**src/verilog/term_port_cfg.svh**
```systemverilog
/*
 * Address map, flag masks, reset values and sizes of the emulated serial
 * terminal port.
 * Assumes a byte-wide processor bus with 16-bit byte addresses.
 */
`ifndef TERM_PORT_CFG_SVH
`define TERM_PORT_CFG_SVH

// ============================================================
// Address map
`define ADDR_W            16
`define ADDR_RATE         16'h0200
`define ADDR_CTRL_ONE     16'h0201
`define ADDR_CTRL_TWO     16'h0202
`define ADDR_STATUS       16'h0203
`define ADDR_DATA         16'h0204

// ============================================================
// Status flags
`define TX_EMPTY_MASK     8'h80
`define RX_FULL_MASK      8'h20

// ============================================================
// Reset values and sizes
`define BYTE_ZERO         8'h00
`define DATA_W            8
`define TX_FIFO_DEPTH     16

`endif

```
**src/verilog/term_port_pkg.sv**
```systemverilog
/*
 * Types shared by the emulated serial terminal port.
 * Assumes term_port_cfg.svh is on the include path.
 */
`include "term_port_cfg.svh"

package term_port_pkg;

    // ============================================================
    // One processor bus cycle
    typedef struct packed {
        logic                 rd;
        logic                 wr;
        logic [`ADDR_W-1:0]   addr;
        logic [`DATA_W-1:0]   wdata;
    } bus_req_t;

    typedef logic [`DATA_W-1:0] byte_t;

endpackage : term_port_pkg

```
**src/verilog/term_port.sv**
```systemverilog
/*
 * Emulated serial terminal port: five byte registers on the processor bus,
 * a typed-character input and a displayed-character output, with a
 * transmit FIFO between the data register and the terminal.
 * Assumes one clock, synchronous inputs, and strobes of one cycle each.
 */
// Function
// - The register group is decoded at base 0x200 and covers five byte addresses.
// - Rate at 0x200, control one at 0x201, control two at 0x202, status at 0x203, data at 0x204.
// - Status bit with mask 0x80 reads set when a new byte may be written.
// - Status bit with mask 0x20 reads set when a received byte is waiting.
// - Rate, control and status accesses are accepted but change no behaviour.
// - Reception and transmission work with no configuration writes.
// - The data register returns the received byte on reads and takes a byte to send on writes.
// - Reading the data register clears the receive-full flag.
// - A typed character is loaded into the data register and sets the receive-full flag.
// - A data write queues the byte and transmit-empty stays set with no delay unless the transmit FIFO is full.
`timescale 1ns/1ps
`include "term_port_cfg.svh"

// ============================================================
// Transmit FIFO
module term_tx_fifo #(
    parameter int WIDTH = `DATA_W,
    parameter int DEPTH = `TX_FIFO_DEPTH
) (
    // Clock and reset
    input  wire logic             mclk,
    input  wire logic             nrst,
    // Fill side
    input  wire logic             in_valid,
    output logic                  in_ready,
    input  wire logic [WIDTH-1:0] in_data,
    // Drain side
    output logic                  out_valid,
    input  wire logic             out_ready,
    output logic [WIDTH-1:0]      out_data
);
    localparam int PW = $clog2(DEPTH);
    localparam int CW = PW + 1;
    localparam logic [CW-1:0] FULL_CNT = CW'(DEPTH);
    localparam logic [PW-1:0] LAST_PTR = PW'(DEPTH - 1);

    logic [WIDTH-1:0] mem_ff [DEPTH];
    logic [PW-1:0]    wr_ptr_ff;
    logic [PW-1:0]    rd_ptr_ff;
    logic [CW-1:0]    count_ff;
    logic             push;
    logic             pop;

    assign in_ready  = (count_ff != FULL_CNT);
    assign out_valid = (count_ff != '0);
    assign out_data  = mem_ff[rd_ptr_ff];
    assign push      = in_valid && in_ready;
    assign pop       = out_valid && out_ready;

    // ============================================================
    // Storage; no reset needed since reads are gated by count
    always_ff @(posedge mclk) begin
        if (push) begin
            mem_ff[wr_ptr_ff] <= in_data;
        end
    end

    // ============================================================
    // Pointers
    always_ff @(posedge mclk) begin
        if (!nrst) begin
            wr_ptr_ff <= '0;
            rd_ptr_ff <= '0;
        end else begin
            if (push) begin
                wr_ptr_ff <= (wr_ptr_ff == LAST_PTR) ? '0 : wr_ptr_ff + 1'b1;
            end
            if (pop) begin
                rd_ptr_ff <= (rd_ptr_ff == LAST_PTR) ? '0 : rd_ptr_ff + 1'b1;
            end
        end
    end

    // ============================================================
    // Occupancy
    always_ff @(posedge mclk) begin
        if (!nrst) begin
            count_ff <= '0;
        end else if (push && !pop) begin
            count_ff <= count_ff + 1'b1;
        end else if (pop && !push) begin
            count_ff <= count_ff - 1'b1;
        end
    end

endmodule : term_tx_fifo

// ============================================================
// Register block and terminal side
module term_port (
    // Clock and reset
    input  wire logic                    mclk,
    input  wire logic                    nrst,
    // Processor bus
    input  wire term_port_pkg::bus_req_t bus_req,
    output term_port_pkg::byte_t         bus_rdata_ff,
    output logic                         bus_ack_ff,
    // Typed characters from the terminal
    input  wire logic                    term_rx_valid,
    input  wire term_port_pkg::byte_t    term_rx_data,
    output logic                         term_rx_ready_ff,
    // Characters to the terminal display
    output logic                         term_tx_valid_ff,
    output term_port_pkg::byte_t         term_tx_data_ff,
    input  wire logic                    term_tx_ready
);
    import term_port_pkg::*;

    byte_t rate_setting_ff;
    byte_t serial_control_one_ff;
    byte_t serial_control_two_ff;
    byte_t rx_data_ff;
    logic  receive_full_flag_ff;
    logic  sel_rate;
    logic  sel_ctrl_one;
    logic  sel_ctrl_two;
    logic  sel_status;
    logic  sel_data;
    logic  sel_any;
    logic  rx_fire;
    logic  data_read;
    logic  nxt_receive_full;
    logic  transmit_empty_flag;
    logic  fifo_out_valid;
    logic  fifo_out_ready;
    byte_t fifo_out_data;
    byte_t nxt_rdata;

    // ============================================================
    // Address decode
    assign sel_rate     = (bus_req.addr == `ADDR_RATE);
    assign sel_ctrl_one = (bus_req.addr == `ADDR_CTRL_ONE);
    assign sel_ctrl_two = (bus_req.addr == `ADDR_CTRL_TWO);
    assign sel_status   = (bus_req.addr == `ADDR_STATUS);
    assign sel_data     = (bus_req.addr == `ADDR_DATA);
    assign sel_any      = sel_rate | sel_ctrl_one | sel_ctrl_two | sel_status | sel_data;

    // ============================================================
    // Dummy registers kept only so drivers that set them still work
    always_ff @(posedge mclk) begin
        if (!nrst) begin
            rate_setting_ff       <= `BYTE_ZERO;
            serial_control_one_ff <= `BYTE_ZERO;
            serial_control_two_ff <= `BYTE_ZERO;
        end else if (bus_req.wr) begin
            if (sel_rate) begin
                rate_setting_ff <= bus_req.wdata;
            end
            if (sel_ctrl_one) begin
                serial_control_one_ff <= bus_req.wdata;
            end
            if (sel_ctrl_two) begin
                serial_control_two_ff <= bus_req.wdata;
            end
        end
    end

    // ============================================================
    // Receive side
    assign rx_fire   = term_rx_valid && term_rx_ready_ff;
    assign data_read = bus_req.rd && sel_data;
    // Arrival wins over a clearing read in the same cycle
    assign nxt_receive_full = rx_fire | (receive_full_flag_ff & ~data_read);

    always_ff @(posedge mclk) begin
        if (!nrst) begin
            receive_full_flag_ff <= 1'b0;
            term_rx_ready_ff     <= 1'b1;
        end else begin
            receive_full_flag_ff <= nxt_receive_full;
            term_rx_ready_ff     <= ~nxt_receive_full;
        end
    end

    always_ff @(posedge mclk) begin
        if (!nrst) begin
            rx_data_ff <= `BYTE_ZERO;
        end else if (rx_fire) begin
            rx_data_ff <= term_rx_data;
        end
    end

    // ============================================================
    // Transmit side; a write while the FIFO is full is dropped
    term_tx_fifo #(
        .WIDTH (`DATA_W),
        .DEPTH (`TX_FIFO_DEPTH)
    ) u_tx_fifo (
        .mclk      (mclk),
        .nrst      (nrst),
        .in_valid  (bus_req.wr && sel_data),
        .in_ready  (transmit_empty_flag),
        .in_data   (bus_req.wdata),
        .out_valid (fifo_out_valid),
        .out_ready (fifo_out_ready),
        .out_data  (fifo_out_data)
    );

    // Output stage keeps the terminal outputs registered
    assign fifo_out_ready = ~term_tx_valid_ff | term_tx_ready;

    always_ff @(posedge mclk) begin
        if (!nrst) begin
            term_tx_valid_ff <= 1'b0;
            term_tx_data_ff  <= `BYTE_ZERO;
        end else if (fifo_out_ready) begin
            term_tx_valid_ff <= fifo_out_valid;
            if (fifo_out_valid) begin
                term_tx_data_ff <= fifo_out_data;
            end
        end
    end

    // ============================================================
    // Read path; reserved and unmapped bits read as zero
    always_comb begin
        nxt_rdata = `BYTE_ZERO;
        if (bus_req.rd) begin
            unique case (1'b1)
                sel_rate:     nxt_rdata = rate_setting_ff;
                sel_ctrl_one: nxt_rdata = serial_control_one_ff;
                sel_ctrl_two: nxt_rdata = serial_control_two_ff;
                sel_status:   nxt_rdata = (transmit_empty_flag  ? `TX_EMPTY_MASK : `BYTE_ZERO)
                                        | (receive_full_flag_ff ? `RX_FULL_MASK  : `BYTE_ZERO);
                sel_data:     nxt_rdata = rx_data_ff;
                default:      nxt_rdata = `BYTE_ZERO;
            endcase
        end
    end

    always_ff @(posedge mclk) begin
        if (!nrst) begin
            bus_rdata_ff <= `BYTE_ZERO;
            bus_ack_ff   <= 1'b0;
        end else begin
            bus_rdata_ff <= nxt_rdata;
            bus_ack_ff   <= (bus_req.rd | bus_req.wr) & sel_any;
        end
    end
endmodule : term_port

```
**config.mk**
```make
export PLATFORM = sky130hd
export DESIGN_NAME = term_port
export DESIGN_NICKNAME = d
export VERILOG_FILES = /design/src/verilog/term_port_pkg.sv /design/src/verilog/term_port.sv
export VERILOG_INCLUDE_DIRS = /design/src /design/src/verilog
export SDC_FILE = /design/constraint.sdc
export NUM_CORES = 1
export LEC_CHECK = 0
export BUFFER_PORTS_ARGS = -buffer_cell sky130_fd_sc_hd__buf_2
export CAP_MARGIN = 20
export CORE_ASPECT_RATIO = 1.4
export CORE_MARGIN = 5
export CORE_UTILIZATION = 49
export CTS_BUF_LIST = sky130_fd_sc_hd__clkbuf_8
export CTS_CLUSTER_DIAMETER = 40
export DETAILED_ROUTE_END_ITERATION = 10
export PLACE_DENSITY = 0.71
export SLEW_MARGIN = 10
export SYNTH_ARGS = -nofsm -noshare
export SYNTH_HDL_FRONTEND = slang
export SYNTH_SLANG_ARGS = --single-unit
```
**constraint.sdc**
```tcl
create_clock -name mclk -period 3.65 [get_ports mclk]
set_input_delay 0.73 -clock mclk [delete_from_list [all_inputs] [get_ports mclk]]
set_output_delay 0.73 -clock mclk [all_outputs]
set_load 0.1 [all_outputs]
```
Yosys cells after proc, flatten, opt, wreduce, memory -nomap -nowiden
Memory sizes are Yosys's and may differ from the RTL's. A register that Yosys moved wholly into a read port is not among the register bits.
Index checks and enable logic that the tools add are counted.
{"block": "classes", "reduce_logical": 17, "magnitude_cmp": 0, "n_mul": 0, "div_mod_pow": 0, "bitwise": 13, "n_addsub": 4, "shift": 0, "mux": 9, "n_eq_ne": 8}
{"op": "$eq A16 B10 Y1 const B", "n": 5}
{"op": "$pmux W8 S5", "n": 1}
{"op": "$mux W5", "n": 2}
{"op": "$reduce_and A2 Y1", "n": 5}
{"op": "$add A4 B1 Y4 const B", "n": 2}
{"op": "$eq A4 B4 Y1 const B", "n": 2}
{"op": "$mux W4", "n": 2}
{"op": "$mux W8", "n": 1}
{"op": "$or A8 B6 Y8", "n": 1}
{"op": "$logic_and A1 B1 Y1", "n": 7}
{"op": "$or A1 B1 Y1", "n": 7}
{"op": "$mux W6", "n": 1}
{"op": "$add A5 B1 Y5 const B", "n": 1}
{"op": "$ne A5 B5 Y1 const B", "n": 1}
{"op": "$reduce_bool A5 Y1", "n": 1}
{"op": "$sub A5 B1 Y5 const B", "n": 1}
{"op": "$logic_not A1 Y1", "n": 3}
{"op": "$not A1 Y1", "n": 3}
{"op": "$and A1 B1 Y1", "n": 2}
{"op": "$mux W1", "n": 2}
{"op": "$reduce_bool A2 Y1", "n": 1}
{"block": "totals", "mem_bits_rw": 128, "output_inout_bits": 19, "input_bits": 38, "latch_bits": 0, "reg_bits": 57, "mem_count": 1, "mem_bits_ro": 0}
{"name": "u_tx_fifo.mem_ff", "words": 16, "width": 8, "rd": 1, "rd_ports_with_merged_regs": 1, "write_ports": 1, "line_no": "term_port.sv:44", "rtl": "logic [WIDTH-1:0] mem_ff [DEPTH];"}

Logic depth before layout (Yosys ltp)
Gate-level depths: netlist of the first run.
{"block": "logic_depth", "depth_word": 7, "depth_mapped": 12, "ltp_nobuf": 10}

By module
A second synthesis of the first run with hierarchy kept.
{"block": "hier_totals", "cells_unflattened": 572, "area_unflattened_um2": 8027.7}
{"mod": "term_tx_fifo", "area_per_inst_um2": 5774.3, "seq_area_each_um2": 4184.0, "cells_per_inst": 311, "n_inst": 1}
{"mod": "term_port", "area_per_inst_um2": 2253.4, "seq_area_each_um2": 1041.0, "cells_per_inst": 261, "n_inst": 1}

Worst setup path before layout of the first run
No wires, ideal clock.
{"block": "synth_path", "kind": "input port to flip-flop", "from": "input bus_req[16] (netlist name)", "to": "register u_tx_fifo.count_ff[4]", "cell_stages": 12, "n_path_buf": 2, "t_required_ns": 3.578, "setup_time_ns": 0.072, "path_slack_ns": 0.061, "t_arrival_ns": 3.517, "path_cell_list": "or4b_4 > nor4_2 > and3_1 > buf_4 > buf_6 > ha_1 > inv_1 > fa_1 > a21o_1 > a21oi_1 > mux2i_1 > mux2i_1"}
{"block": "synth_via", "elab_chain_len": 6}
{"item": "start: declaration", "line_no": "term_port.sv:102", "rtl": "input wire term_port_pkg::bus_req_t bus_req,"}
{"item": "$eq A16 B10 Y1 (no source line) *"}
{"item": "$logic_and A1 B1 Y1 *", "line_no": "term_port.sv:198", "rtl": ".in_valid (bus_req.wr && sel_data),"}
{"item": "$logic_and A1 B1 Y1 *", "line_no": "term_port.sv:54", "rtl": "assign push = in_valid && in_ready;"}
{"item": "net u_tx_fifo.push", "line_no": "term_port.sv:48", "rtl": "logic push;"}
{"item": "$logic_not A1 Y1", "line_no": "term_port.sv:88", "rtl": "end else if (pop && !push) begin"}
{"item": "$logic_and A1 B1 Y1", "line_no": "term_port.sv:88"}
{"item": "$reduce_bool A2 Y1 (no source line)"}
{"item": "end signal: assignment", "line_no": "term_port.sv:87", "rtl": "count_ff <= count_ff + 1'b1;"}
{"item": "end signal: assignment", "line_no": "term_port.sv:89", "rtl": "count_ff <= count_ff - 1'b1;"}
{"item": "end: declaration", "line_no": "term_port.sv:47", "rtl": "logic [CW-1:0] count_ff;"}
Mark *: on every way through the listed nets, which the timed path passes. The rest lies on a longest branch.
A chain may end at the register's enable or synchronous reset.

Worst setup path after layout of the first run
{"block": "layout_path", "from": "input bus_req[23] (netlist name)", "to": "register u_tx_fifo.count_ff[4]"}
{"block": "layout_via", "elab_chain_len": 6}
{"item": "$eq A16 B10 Y1 (no source line) *"}
{"item": "$logic_and A1 B1 Y1 *", "line_no": "term_port.sv:198"}
{"item": "$logic_and A1 B1 Y1 *", "line_no": "term_port.sv:54"}
{"item": "$logic_not A1 Y1", "line_no": "term_port.sv:88"}
{"item": "$logic_and A1 B1 Y1", "line_no": "term_port.sv:88"}
{"item": "$reduce_bool A2 Y1 (no source line)"}
Every way passes the cells marked *; elsewhere a longest branch is shown, timed or not.

==> run summary, run 1 <==
status: finished clean
Core Area: 0.01603 sq mm
layout cells sized above 1: 0.2366
DP Wirelength: 11.00 mm
Area Overhead vs Synth: 10.73%
Pre-antenna DRT Iters: 5
CP Max Fanout: 5
Synth warnings: 0
fin crit share: 0.8251
CP arrival: 3.42 ns
Filler cells: 1291
vias in the first global route: 5019
# diodes: 0
Power Density: 609.7 mW/mm^2
latest clock arrival within the worst-skew pair: 0.46 ns
wire per inst: 20.87 um
Initial Utilization: 0.4951
post-cts sizing count: 0
height of the die: 160.6 um
Post-synth ARST share: 0
Distinct cells, synth: 53
vias per cell: 5.888
Clk pin slew, worst setup/hold paths: 0.11 ns
WS Path Type: in2reg
ANT nets after route: 0
Leak Pwr: 2.976 nW
Top Ports: 57
Worst Setup SP: bus_req[23]
# clock sinks: 193
final hold violation count: 0
Post-synth EDFFs: 128
initial antenna violation count: 0
Post-Layout Cell Count: 795
worst endpoint required time: 4.05 ns
H-tree depth: 4
Worst Setup End Kind: register
total vias in the final route: 4681
Slew Limit Fails: 0
mapped cell area: 0.007939 sq mm
max frequency: 0.3321 GHz
port buffer count: 56
register area: 0.005146 sq mm
total CTS buffers: 17
Worst-Margin Slew: 0.6721 ns
synthesized net count: 583
Cells after Synth: 535
final setup violation count: 0
placed cell count: 763
Die ar.: 0.01888 sq mm
iteration-0 DRC count of the detailed router: 356
post-CTS setup buffers: 0
first-pass GRT wire length: 27.18 mm
fin crit period: 3.012 ns
CTS tree: done
largest net degree at the start of global routing: 52
Startpoint Class: input port
nets: 631
final wirelength: 16.59 mm
GR Overflow Total: 0
RSZ-0062 raised after global routing: false
Die X: 117.6 um
Setup TNS: 0 ns
maximum vdd ir drop: 765.2 uV
hold buffers post-CTS: 0
Core Util, Final: 0.5483
register bit total from synthesis: 193
Core Rows: 55
Slew headroom: 0.5515
Max-Cap Viols: 0
Final GP Congestion: 0.8294
sequential fraction of the synthesis area: 0.6481
Global Route Usage Sum: 0.1826
# DRC: 0
main flop type after synthesis: edfxtp_1
CTS Buffer Depth: 2
R2R Path Start: u_tx_fifo.count_ff[0]
post-synthesis area per instance: 14.84 sq um
CTS Root Cell: clkbuf_8
min-delay src: rate_setting_ff[2]
Multi-input gate area: 0.002585 sq mm
class of the worst hold path: reg2reg
Final Hold Slack: 0.4664 ns
Worst Clk Skew: 0.01972 ns
worst max-delay path: stages:
cell and delay (ns):
buf_2 0.10, or4_1 0.58, nor4_4 0.26, and3_1 0.22, ha_1 0.17, inv_1 0.11
fa_1 0.48, a21o_1 0.18, a21oi_1 0.18, mux2i_1 0.23, mux2i_1 0.19
synthesized netlist by cell type, types with 2 or more instances:
cell	number	share of area
mux2i_1	45	0.057
o31ai_1	2	0.0019
a21boi_1	2	0.0019
dfxtp_1	65	0.16
buf_6	3	0.0043
nand3_1	17	0.011
or4_1	3	0.0028
nor2b_1	4	0.0032
o221ai_1	8	0.0088
inv_1	10	0.0047
ha_1	9	0.014
nand4_1	20	0.016
nor3_1	2	0.0013
nor2_1	13	0.0061
buf_2	6	0.0038
mux4_2	33	0.094
xor2_1	3	0.0033
and3_1	17	0.013
buf_4	4	0.0038
o21ai_1	3	0.0019
nand2b_1	2	0.0016
edfxtp_1	128	0.48
a31oi_1	3	0.0024
nand2_1	57	0.027
buf_1	3	0.0014
and2_1	2	0.0016
o211ai_1	2	0.0019
clkbuf_1	20	0.0095
and4_1	3	0.0033
a41oi_2	6	0.012
a21o_1	2	0.0019
a21oi_1	17	0.011
worst paths after layout:
check                           cells past startpoint                     to  slack [ns]
worst max-delay path                               11  u_tx_fifo.count_ff[4]        0.64
worst min-delay path                                2     rate_setting_ff[2]        0.47
worst max register to register                     11  u_tx_fifo.count_ff[4]        0.88
worst min register to register                      2     rate_setting_ff[2]        0.47
per-layer routing:
layer | track usage | vias to the layer above | routed length, um
met5 | 0 | - | 0
met4 | 0.06573 | 0 | 337
met3 | 0.03839 | 24 | 843
met2 | 0.3074 | 155 | 8466
met1 | 0.2343 | 2336 | 6942
li1 | - | 2166 | -
where the power goes:
group | switching (mW) | internal, mW | leakage, nW | total (mW)
sequential | 0.118 | 2.42 | 1.68 | 2.53
combinational | 0.875 | 0.516 | 1.08 | 1.39
clock | 0.735 | 0.699 | 0.222 | 1.43
state kept, by name (all words and copies together) (netlist names):
signal                 cells
u_tx_fifo.mem_ff         128
bus_rdata_ff               8
rate_setting_ff            8
rx_data_ff                 8
serial_control_one_ff      8
serial_control_two_ff      8
term_tx_data_ff            8
u_tx_fifo.count_ff         5
u_tx_fifo.rd_ptr_ff        4
u_tx_fifo.wr_ptr_ff        4
bus_ack_ff                 1
receive_full_flag_ff       1
term_rx_ready_ff           1
term_tx_valid_ff           1
logic make-up after synthesis:
group,Yosys count,synth area share
flip-flops,193,0.6481
XOR/XNOR,4,0.004414
AO/OA/AOI/OAI,56,0.05579
AND/OR/NAND/NOR,148,0.09724
multiplexers,78,0.1504
adder cells (fa/ha/maj),10,0.01671
buffers and inverters,46,0.02742
cell type report:
| type | count | area share |
|---|---|---|
| Inverter | 10 | 0.004270 |
| Multi-Input combinational cell | 296 | 0.2941 |
| Sequential cell | 193 | 0.5854 |
| Timing Repair Buffer | 65 | 0.04099 |
| Clock buffer | 18 | 0.02818 |
| Clock inverter | 14 | 0.01879 |
| Tap cell | 199 | 0.02832 |
layout by cell type, fill, tap and decap left out, types with 3 or more instances in the layout:
cell       synthesis  layout
o221ai_1           8       8
nand3_1           17      17
o21ai_1            3       3
xor2_1             3       3
a31oi_1            3       3
nor2b_1            4       4
buf_4              4       8
mux4_2            33      33
mux2i_1           45      45
nor2_1            13      13
ha_1               9       9
nand4_1           20      20
clkbuf_8           0      18
clkinv_2           0       3
and4_1             3       3
inv_1             10      12
edfxtp_1         128     128
or4_1              3       3
bufinv_16          0       3
and3_1            17      17
nand2_1           57      57
buf_2              6      56
dfxtp_1           65      64
a21oi_1           17      17
a41oi_2            6       6
through the flow:
stage	total power, mW	setup WS, ns	area (sq um)
6_report	5.359	0.6385	8791
2_1_floorplan	3.640	0.06104	7939
5_1_grt	5.598	0.4705	8791
4_1_cts	5.398	0.6592	8791
3_5_place_dp	3.990	0.1645	8378
3_3_place_gp	3.948	0.2608	8378
No activity file was read; power rests on OpenSTA's default activity.
==> run 2: changes to the inputs <==
--- a/config.mk
+++ b/config.mk
@@ -14,7 +14,7 @@
 export CTS_BUF_LIST = sky130_fd_sc_hd__clkbuf_8
 export CTS_CLUSTER_DIAMETER = 40
 export DETAILED_ROUTE_END_ITERATION = 10
-export PLACE_DENSITY = 0.71
+export PLACE_DENSITY = 0.68
 export SLEW_MARGIN = 10
 export SYNTH_ARGS = -nofsm -noshare
 export SYNTH_HDL_FRONTEND = slang
==> constraint.sdc (replaced) <==
create_clock -name mclk -period 3.12 [get_ports mclk]
set_input_delay 0.624 -clock mclk [delete_from_list [all_inputs] [get_ports mclk]]
set_output_delay 0.624 -clock mclk [all_outputs]
set_load 0.1 [all_outputs]
==> run 2 against run 1 <==
- via count grew 0.45%
- worst setup slack got worse by 0.29 ns
- clock power grew 16%
- sequential cell count unchanged
- die area is the same
- sequential power rose by 15%
- clock-buffer cell count rose by 1
- worst hold slack worse by 0.060 ns
- core utilization rose by 0.90 points
- global-route usage decreased by 0.67 points
- first-iteration DRC count fell by 5.9%
==> run summary, run 2 (synthesis gave the netlist of run 1 again) <==
status: finished clean (unchanged)
ANT nets after route: 0 (unchanged)
class of the worst hold path: in2reg (was reg2reg)
Final Hold Slack: 0.4068 ns (was 0.4664 ns)
Slew Limit Fails: 0 (unchanged)
Max-Cap Viols: 0 (unchanged)
largest net degree at the start of global routing: 45 (was 52)
final hold violation count: 0 (unchanged)
Initial Utilization: 0.4951 (unchanged)
hold buffers post-CTS: 0 (unchanged)
post-cts sizing count: 0 (unchanged)
vias per cell: 5.805 (was 5.888)
CTS Root Cell: clkbuf_8 (unchanged)
Critical-path top delay cell: or4b_4 (was or4_1)
flip-flop count of the largest register after layout: 128 (unchanged)
fin crit share: 0.8891
post-CTS setup buffers: 0 (unchanged)
Global Route Usage Sum: 0.1759 (was 0.1826)
latest clock arrival within the worst-skew pair: 0.45 ns (was 0.46 ns)
H-tree depth: 4 (unchanged)
critical path cell sequence: buf_2, or4b_4, nor4_4, and3_1, ha_4, inv_4, buf_4, ha_1, a21o_1, a21oi_1, xor2_1, o31ai_1 (was buf_2, or4_1, nor4_4, and3_1, ha_1, inv_1, fa_1, a21o_1, a21oi_1, mux2i_1, mux2i_1)
fin crit period: 2.774 ns
Final GP Congestion: 0.8290 (was 0.8294)
wire per inst: 19.97 um (was 20.87 um)
layout cells sized above 1: 0.2651 (was 0.2366)
vias in the first global route: 4905 (was 5019)
# DRC: 0 (unchanged)
Top Ports: 57 (unchanged)
Core Area: 0.01603 sq mm (unchanged)
CP Max Fanout: 4 (was 5)
Startpoint Class: input port (unchanged)
Worst-Margin Slew: 0.6106 ns (was 0.6721 ns)
most frequent cells in the layout: edfxtp_1, dfxtp_1, nand2_1 (unchanged)
total vias in the final route: 4702 (was 4681)
worst endpoint required time: 3.47 ns (was 4.05 ns)
Area Overhead vs Synth: 12.55% (was 10.73%)
Die X: 117.6 um (unchanged)
Core Util, Final: 0.5572 (was 0.5483)
Slew headroom: 0.5925 (was 0.5515)
first-pass GRT wire length: 26.44 mm (was 27.18 mm)
CP arrival: 3.13 ns (was 3.42 ns)
delay-heaviest family, CP: simple AND/OR/NAND/NOR gates (unchanged)
iteration-0 DRC count of the detailed router: 335 (was 356)
maximum vdd ir drop: 847.9 uV (was 765.2 uV)
most common cell after layout, fill and taps aside: edfxtp_1 (unchanged)
RSZ-0062 raised after global routing: false (unchanged)
Worst Clk Skew: 0.01078 ns (was 0.01972 ns)
Pre-antenna DRT Iters: 4 (was 5)
Worst Setup End Kind: register (unchanged)
# diodes: 0 (unchanged)
Die ar.: 0.01888 sq mm (unchanged)
Core Rows: 55 (unchanged)
height of the die: 160.6 um (unchanged)
WS Path Type: in2reg (unchanged)
final wirelength: 16.18 mm (was 16.59 mm)
overall power: 6.303 mW (was 5.359 mW)
DP Wirelength: 11.20 mm (was 11.00 mm)
CTS tree: done (unchanged)
CP max stage delay: 0.55 ns (was 0.58 ns)
max frequency: 0.3605 GHz
Filler cells: 1273 (was 1291)
Biggest register: u_tx_fifo.mem_ff (unchanged)
total CTS buffers: 17 (unchanged)
CP Buf/Inv Count: 3 (was 2)
GR Overflow Total: 0 (unchanged)
port buffer count: 56 (unchanged)
CTS Buffer Depth: 2 (unchanged)
Leak Pwr: 3.045 nW (was 2.976 nW)
nets: 646 (was 631)
Clk pin slew, worst setup/hold paths: 0.09 ns (was 0.11 ns)
Power Density: 705.5 mW/mm^2 (was 609.7 mW/mm^2)
# clock sinks: 193 (unchanged)
final setup violation count: 0 (unchanged)
initial antenna violation count: 0 (unchanged)
-- run 2: cell count changes in the layout (fill, tap and decap cells not counted), moves of 2 or more --
cell      previous run  this run
clkinv_2             3         1
ha_1                 9         7
buf_4                8        23
ha_4                 0         2
inv_1               12        10
inv_6                2         4
-- run 2: tightest hold or removal path, stage by stage --
cell,delay [ns]
buf_2,0.10
nand2_1,0.05
a21oi_1,0.05
-- run 2: power by group --
group	total (mW)	leakage, nW	internal [mW]	switching [mW]
sequential	2.91	1.68	2.83	0.0862
combinational	1.73	1.15	0.653	1.08
clock	1.66	0.213	0.774	0.881
-- run 2: cell type report --
| cell class | instances | area [sq um] | area share |
|---|---|---|---|
| Clock buffer | 19 | 261.5 | 0.02927 |
| Tap cell | 199 | 249.0 | 0.02787 |
| Inverter | 10 | 40.04 | 0.004481 |
| Timing Repair Buffer | 80 | 473.0 | 0.05293 |
| Clock inverter | 13 | 148.9 | 0.01666 |
| Sequential cell | 193 | 5146 | 0.5760 |
| Multi-Input combinational cell | 296 | 2616 | 0.2928 |
-- run 2: final timing paths --
check	from	end	slack (ns)	cells after the start
worst max register to register	u_tx_fifo.count_ff[0]	u_tx_fifo.count_ff[3]	0.55	12
worst min-delay path	term_rx_data[5]	rx_data_ff[5]	0.41	3
worst min register to register	rx_data_ff[1]	rx_data_ff[1]	0.46	2
worst max-delay path	bus_req[16]	u_tx_fifo.count_ff[3]	0.35	12
-- run 2: stage by stage --
stage | setup WS, ns | setup TNS (ns) | instances | instance area (sq um)
final | 0.3460 | 0 | 810 | 8935
after global routing | 0.1607 | 0 | 810 | 8935
after CTS | 0.3454 | 0 | 810 | 8935
after detailed placement | -0.1418 | -0.2484 | 778 | 8524
after global placement | -0.02985 | -0.03027 | 778 | 8524
after floorplan | -0.09397 | -0.09397 | 535 | 7981
-- run 2: routing by layer --
| metal | GRT usage | up-vias | share of wire |
|---|---|---|---|
| met3 | 0.03452 | 25 | 0.041 |
| met4 | 0.05790 | 0 | 0.018 |
| li1 | - | 2207 | - |
| met2 | 0.3072 | 138 | 0.52 |
| met1 | 0.2198 | 2332 | 0.42 |
| met5 | 0 | - | 0 |
==> run 3: changes to the inputs <==
--- a/config.mk
+++ b/config.mk
@@ -10,11 +10,11 @@
 export CAP_MARGIN = 20
 export CORE_ASPECT_RATIO = 1.4
 export CORE_MARGIN = 5
-export CORE_UTILIZATION = 49
+export CORE_UTILIZATION = 50
 export CTS_BUF_LIST = sky130_fd_sc_hd__clkbuf_8
 export CTS_CLUSTER_DIAMETER = 40
 export DETAILED_ROUTE_END_ITERATION = 10
-export PLACE_DENSITY = 0.68
+export PLACE_DENSITY = 0.69
 export SLEW_MARGIN = 10
 export SYNTH_ARGS = -nofsm -noshare
 export SYNTH_HDL_FRONTEND = slang
==> run 3 against run 2 <==
- clock skew grew 0.0027 ns
- global-route usage grew 0.87 points
- largest power group unchanged
- worst hold slack lost 0.0090 ns
- first-iteration DRC count shrank 8.4%
- die area shrank 1.8%
- cell area shrank 0.59%
- critical path depth is the same
- combinational power is essentially flat
- critical path type unchanged
- sequential power is essentially flat
- clock-buffer cell count shrank 2
- core utilization grew 1.2 points
==> run summary, run 3 (synthesis gave the netlist of run 1 again) <==
port buffer count: 56 (unchanged)
Worst Clk Skew: 0.01350 ns (was 0.01078 ns)
maximum vdd ir drop: 832.1 uV (was 847.9 uV)
Final GP Congestion: 0.7949 (was 0.8290)
CTS Root Cell: clkbuf_8 (unchanged)
final hold violation count: 0 (unchanged)
Global Route Usage Sum: 0.1846 (was 0.1759)
# diodes: 0 (unchanged)
Power Density: 704.4 mW/mm^2 (was 705.5 mW/mm^2)
M2 GR Usage: 0.3156 (was 0.3072)
latest clock arrival within the worst-skew pair: 0.45 ns (about the same)
wire per inst: 20.49 um (was 19.97 um)
flip-flop count of the largest register after layout: 128 (unchanged)
vias in the first global route: 4862 (was 4905)
Switch Pwr: 2.117 mW (was 2.049 mW)
nets: 642 (was 646)
RSZ-0062 raised after global routing: false (unchanged)
CP max stage delay: 0.54 ns (was 0.55 ns)
# DRC: 0 (unchanged)
total CTS buffers: 17 (unchanged)
share of total power in the clock network: 0.259 (was 0.263)
worst hold path depth: 3 (unchanged)
Slew Limit Fails: 0 (unchanged)
met1 Use GR: 0.2284 (was 0.2198)
Initial Utilization: 0.5087 (was 0.4951)
Critical-path top delay cell: or4b_4 (unchanged)
switching share of total power: 0.3384 (was 0.3250)
max frequency: 0.3564 GHz (was 0.3605 GHz)
height of the die: 159.1 um (was 160.6 um)
post-CTS setup buffers: 0 (unchanged)
Combinational Power Share: 0.271 (was 0.275)
status: finished clean (unchanged)
most common cell after layout, fill and taps aside: edfxtp_1 (unchanged)
iteration-0 DRC count of the detailed router: 307 (was 335)
Core Rows: 54 (was 55)
post-cts sizing count: 0 (unchanged)
Core Util, Final: 0.5691 (was 0.5572)
CP Max Fanout: 5 (was 4)
Die ar.: 0.01853 sq mm (was 0.01888 sq mm)
final wirelength: 16.45 mm (was 16.18 mm)
Max-Cap Viols: 0 (unchanged)
total internal power: 4.139 mW (was 4.255 mW)
CTS Buffer Depth: 2 (unchanged)
class of the worst hold path: in2reg (unchanged)
Clk pin slew, worst setup/hold paths: 0.11 ns (was 0.09 ns)
WS Path Type: in2reg (unchanged)
# clock sinks: 193 (unchanged)
Top Ports: 57 (unchanged)
initial antenna violation count: 0 (unchanged)
critical path cell sequence: buf_2, or4b_4, nor4_4, and3_1, ha_4, inv_4, buf_4, ha_1, a21o_1, a21oi_1, xor2_1, o31ai_1 (unchanged)
layout cells sized above 1: 0.2619 (was 0.2651)
CTS tree: done (unchanged)
Core Area: 0.01561 sq mm (was 0.01603 sq mm)
hold buffers post-CTS: 0 (unchanged)
reg2reg path depth: 12 (unchanged)
met3 usage: 0.03840 (was 0.03452)
Leak Pwr: 3.013 nW (was 3.045 nW)
GRT Max-Usage Layer: met2 (unchanged)
Setup TNS: 0 ns (unchanged)
Worst-Margin Slew: 0.6460 ns (was 0.6106 ns)
worst endpoint required time: 3.44 ns (was 3.47 ns)
final setup violation count: 0 (unchanged)
Startpoint Class: input port (unchanged)
DP Wirelength: 11.42 mm (was 11.20 mm)
Area Overhead vs Synth: 11.88% (was 12.55%)
Pre-antenna DRT Iters: 4 (unchanged)
H-tree depth: 4 (unchanged)
relative contribution of sequential cells to total power: 0.470 (was 0.462)
Slew headroom: 0.5689 (was 0.5925)
GR Overflow Total: 0 (unchanged)
fin crit share: 0.8993 (was 0.8891)
vias per cell: 5.742 (was 5.805)
Filler cells: 1221 (was 1273)
first-pass GRT wire length: 26.32 mm (was 26.44 mm)
largest net degree at the start of global routing: 52 (was 45)
Die X: 116.5 um (was 117.6 um)
Worst Setup End Kind: register (unchanged)
total vias in the final route: 4611 (was 4702)
Biggest register: u_tx_fifo.mem_ff (unchanged)
most frequent cells in the layout: edfxtp_1, dfxtp_1, nand2_1 (unchanged)
fin crit period: 2.806 ns (was 2.774 ns)
ANT nets after route: 0 (unchanged)
CP arrival: 3.12 ns (was 3.13 ns)
[run 3: path summary, 6_finish.rpt]
path,start,to,slack [ns]
setup / recovery,bus_req[16],u_tx_fifo.count_ff[3],0.31
hold / removal,term_rx_data[4],rx_data_ff[4],0.40
setup reg to reg,u_tx_fifo.count_ff[1],u_tx_fifo.count_ff[3],0.45
hold reg to reg,serial_control_one_ff[3],serial_control_one_ff[3],0.47
[run 3: layout make-up]
class,count,area (sq um),area share
clock buffer,17,234.0,0.02634
sequential,193,5146,0.5794
clock inverter,15,170.2,0.01916
inverter,10,40.04,0.004508
tap,196,245.2,0.02761
multi-input combinational,296,2616,0.2945
timing repair buffer,76,430.4,0.04846
[run 3: stage by stage]
step	setup slack, ns	instances	cell area [sq um]	total power, mW	hold WS [ns]
CTS	0.3425	803	8882	6.305	0.3718
floorplan	-0.09397	535	7981	4.287	0.4315
detailed placement	-0.1624	771	8478	4.711	0.4542
finish	0.3141	803	8882	6.256	0.3978
global route	0.2873	803	8882	6.543	0.3839
global placement	-0.04360	771	8478	4.663	0.4424
[run 3: power by group through the flow]
stage,Sequential (mW),Clock (mW),Combinational (mW)
after global routing,2.95,1.77,1.82
after CTS,2.94,1.65,1.72
after detailed placement,3.00,0,1.71
after global placement,2.99,0,1.67
after floorplan,3.35,0,0.935
final,2.94,1.62,1.70
[run 3: per-layer routing]
metal / share of wire / up-vias / wire [um]
met4: 0.017 / 0 / 281
li1: - / 2188 / -
met1: 0.40 / 2275 / 6614
met3: 0.042 / 18 / 690
met2: 0.54 / 130 / 8864
met5: 0 / - / 0
[run 3: critical path: cells and delay by family]
family / cells / cell delay, ns
simple gates: 3 / 1.11
fa+ha+maj: 2 / 0.46
compound gates: 3 / 0.45
buf+inv: 3 / 0.26
xor+xnor: 1 / 0.20
